--- src/include/csf_pkg.sv ---
// How it works
// - A flag-updating instruction aimed here drops its data write to zero and both carries; flag logic sets zero, and the carries only on add or subtract.
// - Data writes never change the watchdog expired flag or the power-down flag.
// - The register zero instruction aimed here clears the bank bits, sets zero and keeps the reset and carry flags.
// - In subtraction carry and nibble carry read one when no borrow occurred.
// - Bit 7 picks banks 2 and 3 (100h-1FFh) when one, banks 0 and 1 when zero, for indirect access.
// - Bits 6-5 pick the direct bank: 00 bank 0 (00h-7Fh) up to 11 bank 3 (180h-1FFh).
// - Bit 4 is one after power-up, watchdog clear or low-power entry, and zero after a watchdog time-out.
// - Bit 3 is one after power-up or watchdog clear, and zero after the low-power instruction.
// - Bit 2 is one when an arithmetic or logic result is zero, else zero.
// - For add and subtract, bit 1 is the carry out of the low nibble of the result.
// - For add and subtract, bit 0 is the carry out of the most significant result bit.
`default_nettype none
package csf_pkg;
	localparam int unsigned APB_AW = 8;
	localparam logic [7:0] OFF_STATUS = 8'h00;
	localparam logic [7:0] OFF_RESULT = 8'h04;
	localparam int unsigned BIT_IND_BANK = 7;
	localparam int unsigned BIT_DIR_BANK_HI = 6;
	localparam int unsigned BIT_DIR_BANK_LO = 5;
	localparam int unsigned BIT_WDT_EXPIRED = 4;
	localparam int unsigned BIT_PWR_DOWN = 3;
	localparam int unsigned BIT_Z = 2;
	localparam int unsigned BIT_NIB_CARRY = 1;
	localparam int unsigned BIT_C = 0;
	localparam logic [7:0] STATUS_RST = 8'h18;
	// Bits a plain data write may change
	localparam logic [7:0] MASK_SW = 8'he7;
	localparam logic [7:0] MASK_BANK = 8'he0;
	localparam logic [8:0] IND_BASE_HI = 9'h100;
	localparam logic [8:0] IND_BASE_LO = 9'h000;
	localparam logic [6:0] DIR_BASE_LOW = 7'h00;
	typedef enum logic [2:0] {
		OP_NONE = 3'b000,
		OP_MOVE = 3'b001,
		OP_ADD = 3'b010,
		OP_SUB = 3'b011,
		OP_LOGIC = 3'b100,
		OP_CLR = 3'b101,
		OP_WDCLR = 3'b110,
		OP_SLEEP = 3'b111
	} csf_op_t;
endpackage : csf_pkg
`default_nettype wire

--- src/hw/csf_flag_calc.sv ---
`timescale 1ns/10ps
`default_nettype none
module csf_flag_calc #(
	parameter int unsigned WIDTH = 8
) (
	// Operands
	input wire logic [WIDTH-1:0] op_a,
	input wire logic [WIDTH-1:0] op_b,
	input wire logic subtract,
	// Result and carries
	output logic [WIDTH-1:0] sum,
	output logic carry,
	output logic nibble_carry
);
	generate
		if (WIDTH < 5) begin : g_bad_width
			$error("csf_flag_calc needs WIDTH of at least 5");
		end
	endgenerate

	// Subtract as a plus inverted b plus one, so carry out means no borrow
	logic [WIDTH-1:0] b_eff;
	logic [WIDTH:0] full;
	logic [4:0] low;
	assign b_eff = subtract ? ~op_b : op_b;
	assign full = {1'b0, op_a} + {1'b0, b_eff} + {{WIDTH{1'b0}}, subtract};
	assign low = {1'b0, op_a[3:0]} + {1'b0, b_eff[3:0]} + {4'h0, subtract};
	assign sum = full[WIDTH-1:0];
	assign carry = full[WIDTH];
	assign nibble_carry = low[4];
endmodule : csf_flag_calc
`default_nettype wire

--- src/hw/csf_sync3.sv ---
`timescale 1ns/10ps
`default_nettype none
module csf_sync3 (
	// Clock and reset
	input wire logic pclk,
	input wire logic presetn,
	// Async level in, clean rise out
	input wire logic din,
	output logic rise
);
	logic s1_r;
	logic s2_r;
	logic s3_r;
	logic lvl_r;
	logic rise_r;
	logic agree;
	assign agree = (s2_r == s3_r);
	assign rise = rise_r;

	always_ff @(posedge pclk or negedge presetn) begin
		if (!presetn) begin
			s1_r <= 1'b0;
			s2_r <= 1'b0;
			s3_r <= 1'b0;
			lvl_r <= 1'b0;
			rise_r <= 1'b0;
		end else begin
			s1_r <= din;
			s2_r <= s1_r;
			s3_r <= s2_r;
			// A change counts only once stages two and three agree
			if (agree) begin
				lvl_r <= s2_r;
			end
			rise_r <= agree & s2_r & ~lvl_r;
		end
	end
endmodule : csf_sync3
`default_nettype wire

--- src/hw/csf_status_reg.sv ---
// Design decisions made here: the register offsets and the APB interface to the registers.
`timescale 1ns/10ps
`default_nettype none
module csf_status_reg (
	// Clock and reset
	input wire logic pclk,
	input wire logic presetn,
	// APB slave
	input wire logic [csf_pkg::APB_AW-1:0] paddr,
	input wire logic psel,
	input wire logic penable,
	input wire logic pwrite,
	input wire logic [31:0] pwdata,
	input wire logic [3:0] pstrb,
	output logic [31:0] prdata,
	output logic pready,
	output logic pslverr,
	// Execution datapath
	input wire logic exec_valid,
	input wire csf_pkg::csf_op_t exec_op,
	input wire logic exec_dest_status,
	input wire logic [7:0] exec_a,
	input wire logic [7:0] exec_b,
	output logic [7:0] alu_result,
	// Watchdog time-out, asynchronous level
	input wire logic wdt_timeout_pin,
	// Register and bank selects toward memory decode
	output logic [7:0] cpu_status_flags,
	output logic indirect_bank_select,
	output logic [1:0] direct_bank_select,
	output logic [8:0] indirect_bank_base,
	output logic [8:0] direct_bank_base
);
	logic [7:0] status_r;
	logic [7:0] status_nxt;
	logic [7:0] alu_result_r;
	logic [31:0] prdata_r;
	logic pready_r;
	logic pslverr_r;
	logic [8:0] ind_base_r;
	logic [8:0] dir_base_r;

	// APB decode; every access takes one wait state
	logic apb_access;
	logic apb_start;
	logic apb_done;
	logic hit_status;
	logic hit_result;
	logic addr_hit;
	logic sw_write;
	logic [7:0] rd_mux;
	assign apb_access = psel & penable;
	assign apb_start = apb_access & ~pready_r;
	assign apb_done = apb_access & pready_r;
	assign hit_status = (paddr == csf_pkg::OFF_STATUS);
	assign hit_result = (paddr == csf_pkg::OFF_RESULT);
	assign addr_hit = hit_status | hit_result;
	assign sw_write = apb_done & pwrite & pstrb[0] & hit_status;
	assign rd_mux = hit_status ? status_r : (hit_result ? alu_result_r : 8'h00);

	// Instruction decode
	logic is_move;
	logic is_add;
	logic is_sub;
	logic is_logic;
	logic is_clr;
	logic is_wdclr;
	logic is_sleep;
	logic is_arith;
	logic flag_z_op;
	logic to_dest;
	assign is_move = exec_valid & (exec_op == csf_pkg::OP_MOVE);
	assign is_add = exec_valid & (exec_op == csf_pkg::OP_ADD);
	assign is_sub = exec_valid & (exec_op == csf_pkg::OP_SUB);
	assign is_logic = exec_valid & (exec_op == csf_pkg::OP_LOGIC);
	assign is_clr = exec_valid & (exec_op == csf_pkg::OP_CLR);
	assign is_wdclr = exec_valid & (exec_op == csf_pkg::OP_WDCLR);
	assign is_sleep = exec_valid & (exec_op == csf_pkg::OP_SLEEP);
	assign is_arith = is_add | is_sub;
	assign flag_z_op = is_arith | is_logic | is_clr;
	assign to_dest = exec_valid & exec_dest_status;

	// Flag logic
	logic [7:0] arith_sum;
	logic arith_c;
	logic arith_nib;
	logic [7:0] op_result;
	logic res_zero;
	logic [2:0] arith_flags;
	csf_flag_calc #(
		.WIDTH(8)
	) u_flag_calc (
		.op_a(exec_a),
		.op_b(exec_b),
		.subtract(is_sub),
		.sum(arith_sum),
		.carry(arith_c),
		.nibble_carry(arith_nib)
	);
	assign op_result = is_arith ? arith_sum : (is_clr ? 8'h00 : exec_a);
	assign res_zero = (op_result == 8'h00);
	assign arith_flags = {res_zero, arith_nib, arith_c};

	// Watchdog event from the pin
	logic wdt_evt;
	csf_sync3 u_wdt_sync (
		.pclk(pclk),
		.presetn(presetn),
		.din(wdt_timeout_pin),
		.rise(wdt_evt)
	);

	// Later steps override earlier ones: bus write, then instruction, then time-out
	always_comb begin
		status_nxt = status_r;
		if (sw_write) begin
			status_nxt = (status_r & ~csf_pkg::MASK_SW) | (pwdata[7:0] & csf_pkg::MASK_SW);
		end
		if (to_dest & (is_move | flag_z_op)) begin
			if (is_move) begin
				status_nxt = (status_nxt & ~csf_pkg::MASK_SW) | (exec_a & csf_pkg::MASK_SW);
			end else begin
				// Only the bank bits take the data; zero and the add or subtract carries come from flag logic, the rest holds
				status_nxt = (status_nxt & ~csf_pkg::MASK_BANK) | (op_result & csf_pkg::MASK_BANK);
			end
		end
		if (flag_z_op) begin
			status_nxt[csf_pkg::BIT_Z] = res_zero;
		end
		if (is_arith) begin
			status_nxt[csf_pkg::BIT_NIB_CARRY] = arith_nib;
			status_nxt[csf_pkg::BIT_C] = arith_c;
		end
		if (is_wdclr) begin
			status_nxt[csf_pkg::BIT_WDT_EXPIRED] = 1'b1;
			status_nxt[csf_pkg::BIT_PWR_DOWN] = 1'b1;
		end
		if (is_sleep) begin
			status_nxt[csf_pkg::BIT_WDT_EXPIRED] = 1'b1;
			status_nxt[csf_pkg::BIT_PWR_DOWN] = 1'b0;
		end
		if (wdt_evt) begin
			status_nxt[csf_pkg::BIT_WDT_EXPIRED] = 1'b0;
		end
	end

	// Bank bases follow the register so decode never lags it
	logic [8:0] ind_base_nxt;
	logic [8:0] dir_base_nxt;
	assign ind_base_nxt = status_nxt[csf_pkg::BIT_IND_BANK] ? csf_pkg::IND_BASE_HI : csf_pkg::IND_BASE_LO;
	assign dir_base_nxt = {status_nxt[csf_pkg::BIT_DIR_BANK_HI:csf_pkg::BIT_DIR_BANK_LO], csf_pkg::DIR_BASE_LOW};

	always_ff @(posedge pclk or negedge presetn) begin
		if (!presetn) begin
			status_r <= csf_pkg::STATUS_RST;
			ind_base_r <= csf_pkg::IND_BASE_LO;
			dir_base_r <= 9'h000;
		end else begin
			status_r <= status_nxt;
			ind_base_r <= ind_base_nxt;
			dir_base_r <= dir_base_nxt;
		end
	end

	always_ff @(posedge pclk or negedge presetn) begin
		if (!presetn) begin
			alu_result_r <= 8'h00;
		end else if (is_move | flag_z_op) begin
			alu_result_r <= op_result;
		end
	end

	// Read data is latched at the first access cycle and held for the ready cycle
	always_ff @(posedge pclk or negedge presetn) begin
		if (!presetn) begin
			prdata_r <= 32'h0000_0000;
			pready_r <= 1'b0;
			pslverr_r <= 1'b0;
		end else begin
			pready_r <= apb_start;
			pslverr_r <= apb_start & ~addr_hit;
			if (apb_start) begin
				prdata_r <= {24'h00_0000, rd_mux};
			end
		end
	end

	assign prdata = prdata_r;
	assign pready = pready_r;
	assign pslverr = pslverr_r;
	assign alu_result = alu_result_r;
	assign cpu_status_flags = status_r;
	assign indirect_bank_select = status_r[csf_pkg::BIT_IND_BANK];
	assign direct_bank_select = status_r[csf_pkg::BIT_DIR_BANK_HI:csf_pkg::BIT_DIR_BANK_LO];
	assign indirect_bank_base = ind_base_r;
	assign direct_bank_base = dir_base_r;

	// Checks
	logic [4:0] nib_chk;
	logic [7:0] move_chk;
	assign nib_chk = {1'b0, exec_a[3:0]} + {1'b0, exec_b[3:0]};
	assign move_chk = (status_r & ~csf_pkg::MASK_SW) | (exec_a & csf_pkg::MASK_SW);
endmodule : csf_status_reg
`default_nettype wire

--- config.mk ---
export PLATFORM = sky130hd
export DESIGN_NAME = csf_status_reg
export DESIGN_NICKNAME = d
export VERILOG_FILES = /design/src/include/csf_pkg.sv /design/src/hw/csf_flag_calc.sv /design/src/hw/csf_sync3.sv /design/src/hw/csf_status_reg.sv
export SDC_FILE = /design/constraint.sdc
export NUM_CORES = 1
export LEC_CHECK = 0
export ABC_AREA = 1
export BUFFER_PORTS_ARGS = -buffer_cell sky130_fd_sc_hd__buf_2
export CAP_MARGIN = 25
export CORE_UTILIZATION = 44
export CTS_CLUSTER_DIAMETER = 200
export DETAILED_ROUTE_END_ITERATION = 8
export PLACE_DENSITY = 0.92
export SLEW_MARGIN = 20
export SYNTH_ARGS = -nofsm -noshare
export SYNTH_HDL_FRONTEND = slang
export SYNTH_SLANG_ARGS = --single-unit
--- constraint.sdc ---
create_clock -name pclk -period 1.4 [get_ports pclk]
set_input_delay 0.14 -clock pclk [delete_from_list [all_inputs] [get_ports pclk]]
set_output_delay 0.14 -clock pclk [all_outputs]
set_load 0.01 [all_outputs]
==> impl.org <==
** Status
- The flow ran to the end, but the final reports show violations.
- The checks that failed: negative setup slack.

** Logic synthesis
- Synthesis produced a netlist whose cell count is 303.
- The number of different library cells used by synthesis comes to 37.
- Number of warnings printed during yosys synthesis :: 0
- EDFF count, synth :: 0
- Mapped cell area :: 2390 µm²
- Synthesized area divided by synthesized cell count :: 7.88 µm²
- For this run, the leading register cell type out of synthesis is sky130_fd_sc_hd__dfrtp_1.
- Part of the Yosys area used for sequential elements :: 32.6%
- Fraction of registers with async set or reset after synthesis :: 100%
- Total of flip-flops plus latches after synthesis :: 31

** Power
- Summing internal, switching and leakage power gives 3.05 mW.
- The share of total power dissipated in combinational logic is 37.6%.
- VDD IR max :: 0.533 mV
- In this run the power spent charging and discharging nets is 1.05 mW.
- Relative contribution of the clock network to total power :: 25.3%
- Registers are responsible for 37.1% of the overall power.
- Net Sw Frac :: 34.3%
- Dividing total power by cell area gives a power density of 906 nW/µm².
- Leakage power summed over all cells :: 1.75 nW
- Internal :: 2.00 mW

** Hold path
- The min-delay analysis places its worst path in the category primary input to register.
- The worst hold path terminates at indirect_bank_base[8].
- The worst hold path begins at pwdata[7].
- Cell count of the worst hold path :: 3

** Routing
- Routed wire length :: 6310 µm
- The first detailed-routing pass ran for 5 iterations.
- Dividing the detail-routed via count by the number of cells gives 4.73.
- The count of nets left with antenna violations once routing finished came out at 0.
- In the routed design, unresolved DRC markers number 0.
- Number of design-rule violations left by the first detailed-router iteration :: 85
- Average routed wire per standard cell :: 12.9 µm
- Summing over every cut layer, the via total after detailed routing is 2314.

** Cells and area
- Growth of design area from synthesis to finish :: 41.1%
- Number of antenna diodes :: 0
- Utilization of the core after routing :: 65.1%
- The post-route netlist has 44.4% of its cells at a drive strength greater than 1.
- Leading cell type in the layout, fill and taps excluded :: sky130_fd_sc_hd__buf_2
- Most frequent cells in the layout :: sky130_fd_sc_hd__buf_2, sky130_fd_sc_hd__nand2_1, sky130_fd_sc_hd__buf_4, sky130_fd_sc_hd__conb_1, sky130_fd_sc_hd__inv_1
- In the final design database the tool counted 499 nets.

** Floorplanning
- For this design the top-level I/O count stands at 142.
- The core region is 5170 µm².
- In this run the core area contains 26 standard-cell rows.
- Width of the die :: 75.7 µm
- Vertical die dimension :: 75.7 µm
- For this configuration, the core starts out at a cell density of 46.2%.
- Total die area :: 5730 µm²

** Worst setup path
- Data arrival time of the critical path :: 2.02 ns
- Data on the critical path is required at its endpoint by 1.63 ns.
- RR Startpoint :: pready
- Measured in cells, the most critical reg-to-reg path has a length of 8.
- The worst setup path is captured at a register.
- Along the worst path, the maximum fanout reaches 6.
- Crit path launch type :: primary input
- Setup CP Type :: primary input to register
- The endpoint identified for the worst register-to-register timing path is cpu_status_flags[0].
- Worst setup slack for register-to-register paths :: 0.12 ns

** Placed design
- During placement, the flow inserted port buffers numbering 73.
- Routability-driven placement finished with a final weighted congestion of 0.810.
- Detailed placer's ending HPWL :: 4690 µm

** CTS
- TritonCTS built the clock tree.
- Worst-case clock buffer depth :: 2
- Clk slew on worst S/H paths :: 0.06 ns
- In this run, CTS created clock tree buffers numbering 5.
- For this design, the sink count on the clock tree is 31.
- Clk_lat worst skew :: 0.29 ns
- In this run the number of H-tree levels came out at 2.
- Clk root buf :: sky130_fd_sc_hd__clkbuf_8

** STA
- Final hold viol count :: 0
- Setup slack on the critical path of the routed design comes to -0.394 ns.
- The final max-slew violation count came to 0.
- Setup repair after global routing missed its margin :: true
- Worst relative slew slack :: 57.4%
- Across the routed clock network, the largest skew measured is 0.00740 ns.
- Share of the clock period used by the worst path :: 128%
- Peak clock frequency supported by timing :: 0.557 GHz
- Subtracting the final worst setup slack from the clock period gives 1.79 ns.
- Number of endpoints failing setup at the final stage :: 12
- For the pin with the worst max-slew slack, the measured transition is 0.639 ns.

** Global route
- Global routing used 21.6% of the available tracks across all layers.
- GRT busiest layer :: met2
- Global routing consumed, on the met1 layer, 22.2% of the routing resources.
- The total overflow left after global routing is 0.
- Via count of the first global-routing pass :: 2147
- The first global-routing pass estimated 9200 µm of wire.
- In the global route stage, met2 resource usage came out at 42.4%.
- Number of antenna violations at the first check in global routing :: 0
- Entering global routing, the biggest net connects 32 pins.
- For this run, global-route usage on met3 was measured as 4.37%.

** Run
- Max Cap Viol :: 0
[through the flow]
stage	hold WS (ns)	std cells	area, µm²	setup TNS [ns]	worst slack (ns)
final	0.101	489	3370	-3.02	-0.394
after global routing	0.123	489	3370	-4.41	-0.555
after CTS	0.0930	484	3150	-2.60	-0.344
after detailed placement	0.195	469	2910	-7.61	-0.736
after global placement	0.192	469	2910	-6.66	-0.648
after floorplan	-0.156	341	2560	-4.43	-0.490
[worst max-delay path, cell delays in order]
cell	delay (ns)
sky130_fd_sc_hd__buf_8	0.08
sky130_fd_sc_hd__inv_4	0.03
sky130_fd_sc_hd__nor3_4	0.20
sky130_fd_sc_hd__buf_12	0.18
sky130_fd_sc_hd__xor2_4	0.17
sky130_fd_sc_hd__ha_4	0.25
sky130_fd_sc_hd__a21oi_4	0.15
sky130_fd_sc_hd__nand2_2	0.09
sky130_fd_sc_hd__xor2_1	0.14
sky130_fd_sc_hd__o21ai_1	0.17
sky130_fd_sc_hd__nand3_1	0.12
sky130_fd_sc_hd__nor2_2	0.14
sky130_fd_sc_hd__nand3_1	0.10
sky130_fd_sc_hd__nand2_1	0.06
[power groups by stage]
| stage | registers, mW | logic (mW) | clock network, mW |
|---|---|---|---|
| floorplan | 1.19 | 0.611 | 0 |
| global placement | 1.14 | 0.937 | 0 |
| detailed placement | 1.15 | 0.967 | 0 |
| CTS | 1.13 | 1.02 | 0.788 |
| global route | 1.15 | 1.28 | 0.825 |
| finish | 1.13 | 1.15 | 0.771 |
[how the worst max path moves through the flow]
stage | from | to | slack (ns) | depth (start not counted)
after floorplan | exec_op[2] | cpu_status_flags[2] | -0.49 | 12
after global placement | exec_op[0] | cpu_status_flags[2] | -0.65 | 15
after detailed placement | exec_op[0] | indirect_bank_base[8] | -0.74 | 13
after CTS | exec_op[2] | cpu_status_flags[2] | -0.34 | 14
after global routing | exec_valid | cpu_status_flags[2] | -0.55 | 14
final | exec_valid | cpu_status_flags[2] | -0.39 | 14
[per-layer routing]
| metal | wire length, µm | share of wire (%) |
|---|---|---|
| met1 | 2370 | 38 |
| met2 | 3480 | 55 |
| met3 | 310 | 4.9 |
| met4 | 155 | 2.5 |
| met5 | 0 | 0 |
[timing repair]
item | CTS | global route
pin swaps | 25 | 18
setup endpoints to repair | 12 | 12
endpoints found under the hold margin | 30 | 0
hold buffers | 2 | 0
buffers inserted | 5 | 5
resized for setup | 19 | 25
[layout make-up]
cell class | count | area, µm²
Inverter | 37 | 143
Sequential cell | 31 | 778
Multi-Input combinational cell | 224 | 1500
Clock inverter | 1 | 7.51
Timing Repair Buffer | 119 | 757
Clock buffer | 7 | 96.3
Tap cell | 70 | 87.6
Fill cell | 424 | 1800
[cells by family (layout without fill, tap and decap cells)]
family / Yosys count / after routing / synth area share, %
fa+ha+maj: 10 / 10 / 5.55
compound gates: 42 / 42 / 11.3
xor+xnor: 10 / 10 / 3.67
buf+inv: 86 / 164 / 21.1
other cells: 1 / 39 / 0.157
flops: 31 / 31 / 32.6
mux: 1 / 1 / 0.471
simple gates: 122 / 122 / 25.2
[synthesized netlist by cell type (4+ instances only)]
cell,n,area (µm²)
sky130_fd_sc_hd__dfrtp_1,29,726
sky130_fd_sc_hd__o21ai_0,8,40.0
sky130_fd_sc_hd__o21a_1,4,30.0
sky130_fd_sc_hd__xor2_1,8,70.1
sky130_fd_sc_hd__a21oi_1,6,30.0
sky130_fd_sc_hd__nand2_2,9,56.3
sky130_fd_sc_hd__a31oi_1,7,43.8
sky130_fd_sc_hd__nand2_1,52,195
sky130_fd_sc_hd__ha_1,9,113
sky130_fd_sc_hd__o21ai_1,5,25.0
sky130_fd_sc_hd__o211ai_1,4,30.0
sky130_fd_sc_hd__nor2_1,22,82.6
sky130_fd_sc_hd__buf_4,47,353
sky130_fd_sc_hd__nand3_2,5,50.1
sky130_fd_sc_hd__nand3_1,21,105
sky130_fd_sc_hd__o221ai_1,4,35.0
sky130_fd_sc_hd__inv_1,34,128
[sequential cells by signal, summed over array words and instances, names as in the netlist]
| name | cells |
|---|---|
| u_wdt_sync.s3_r | 1 |
| u_wdt_sync.lvl_r | 1 |
| alu_result | 8 |
| prdata | 8 |
| cpu_status_flags | 7 |
| pslverr | 1 |
| u_wdt_sync.s2_r | 1 |
| u_wdt_sync.rise | 1 |
| u_wdt_sync.s1_r | 1 |
| indirect_bank_base | 1 |
| pready | 1 |
(Power assumes the default switching activity.)
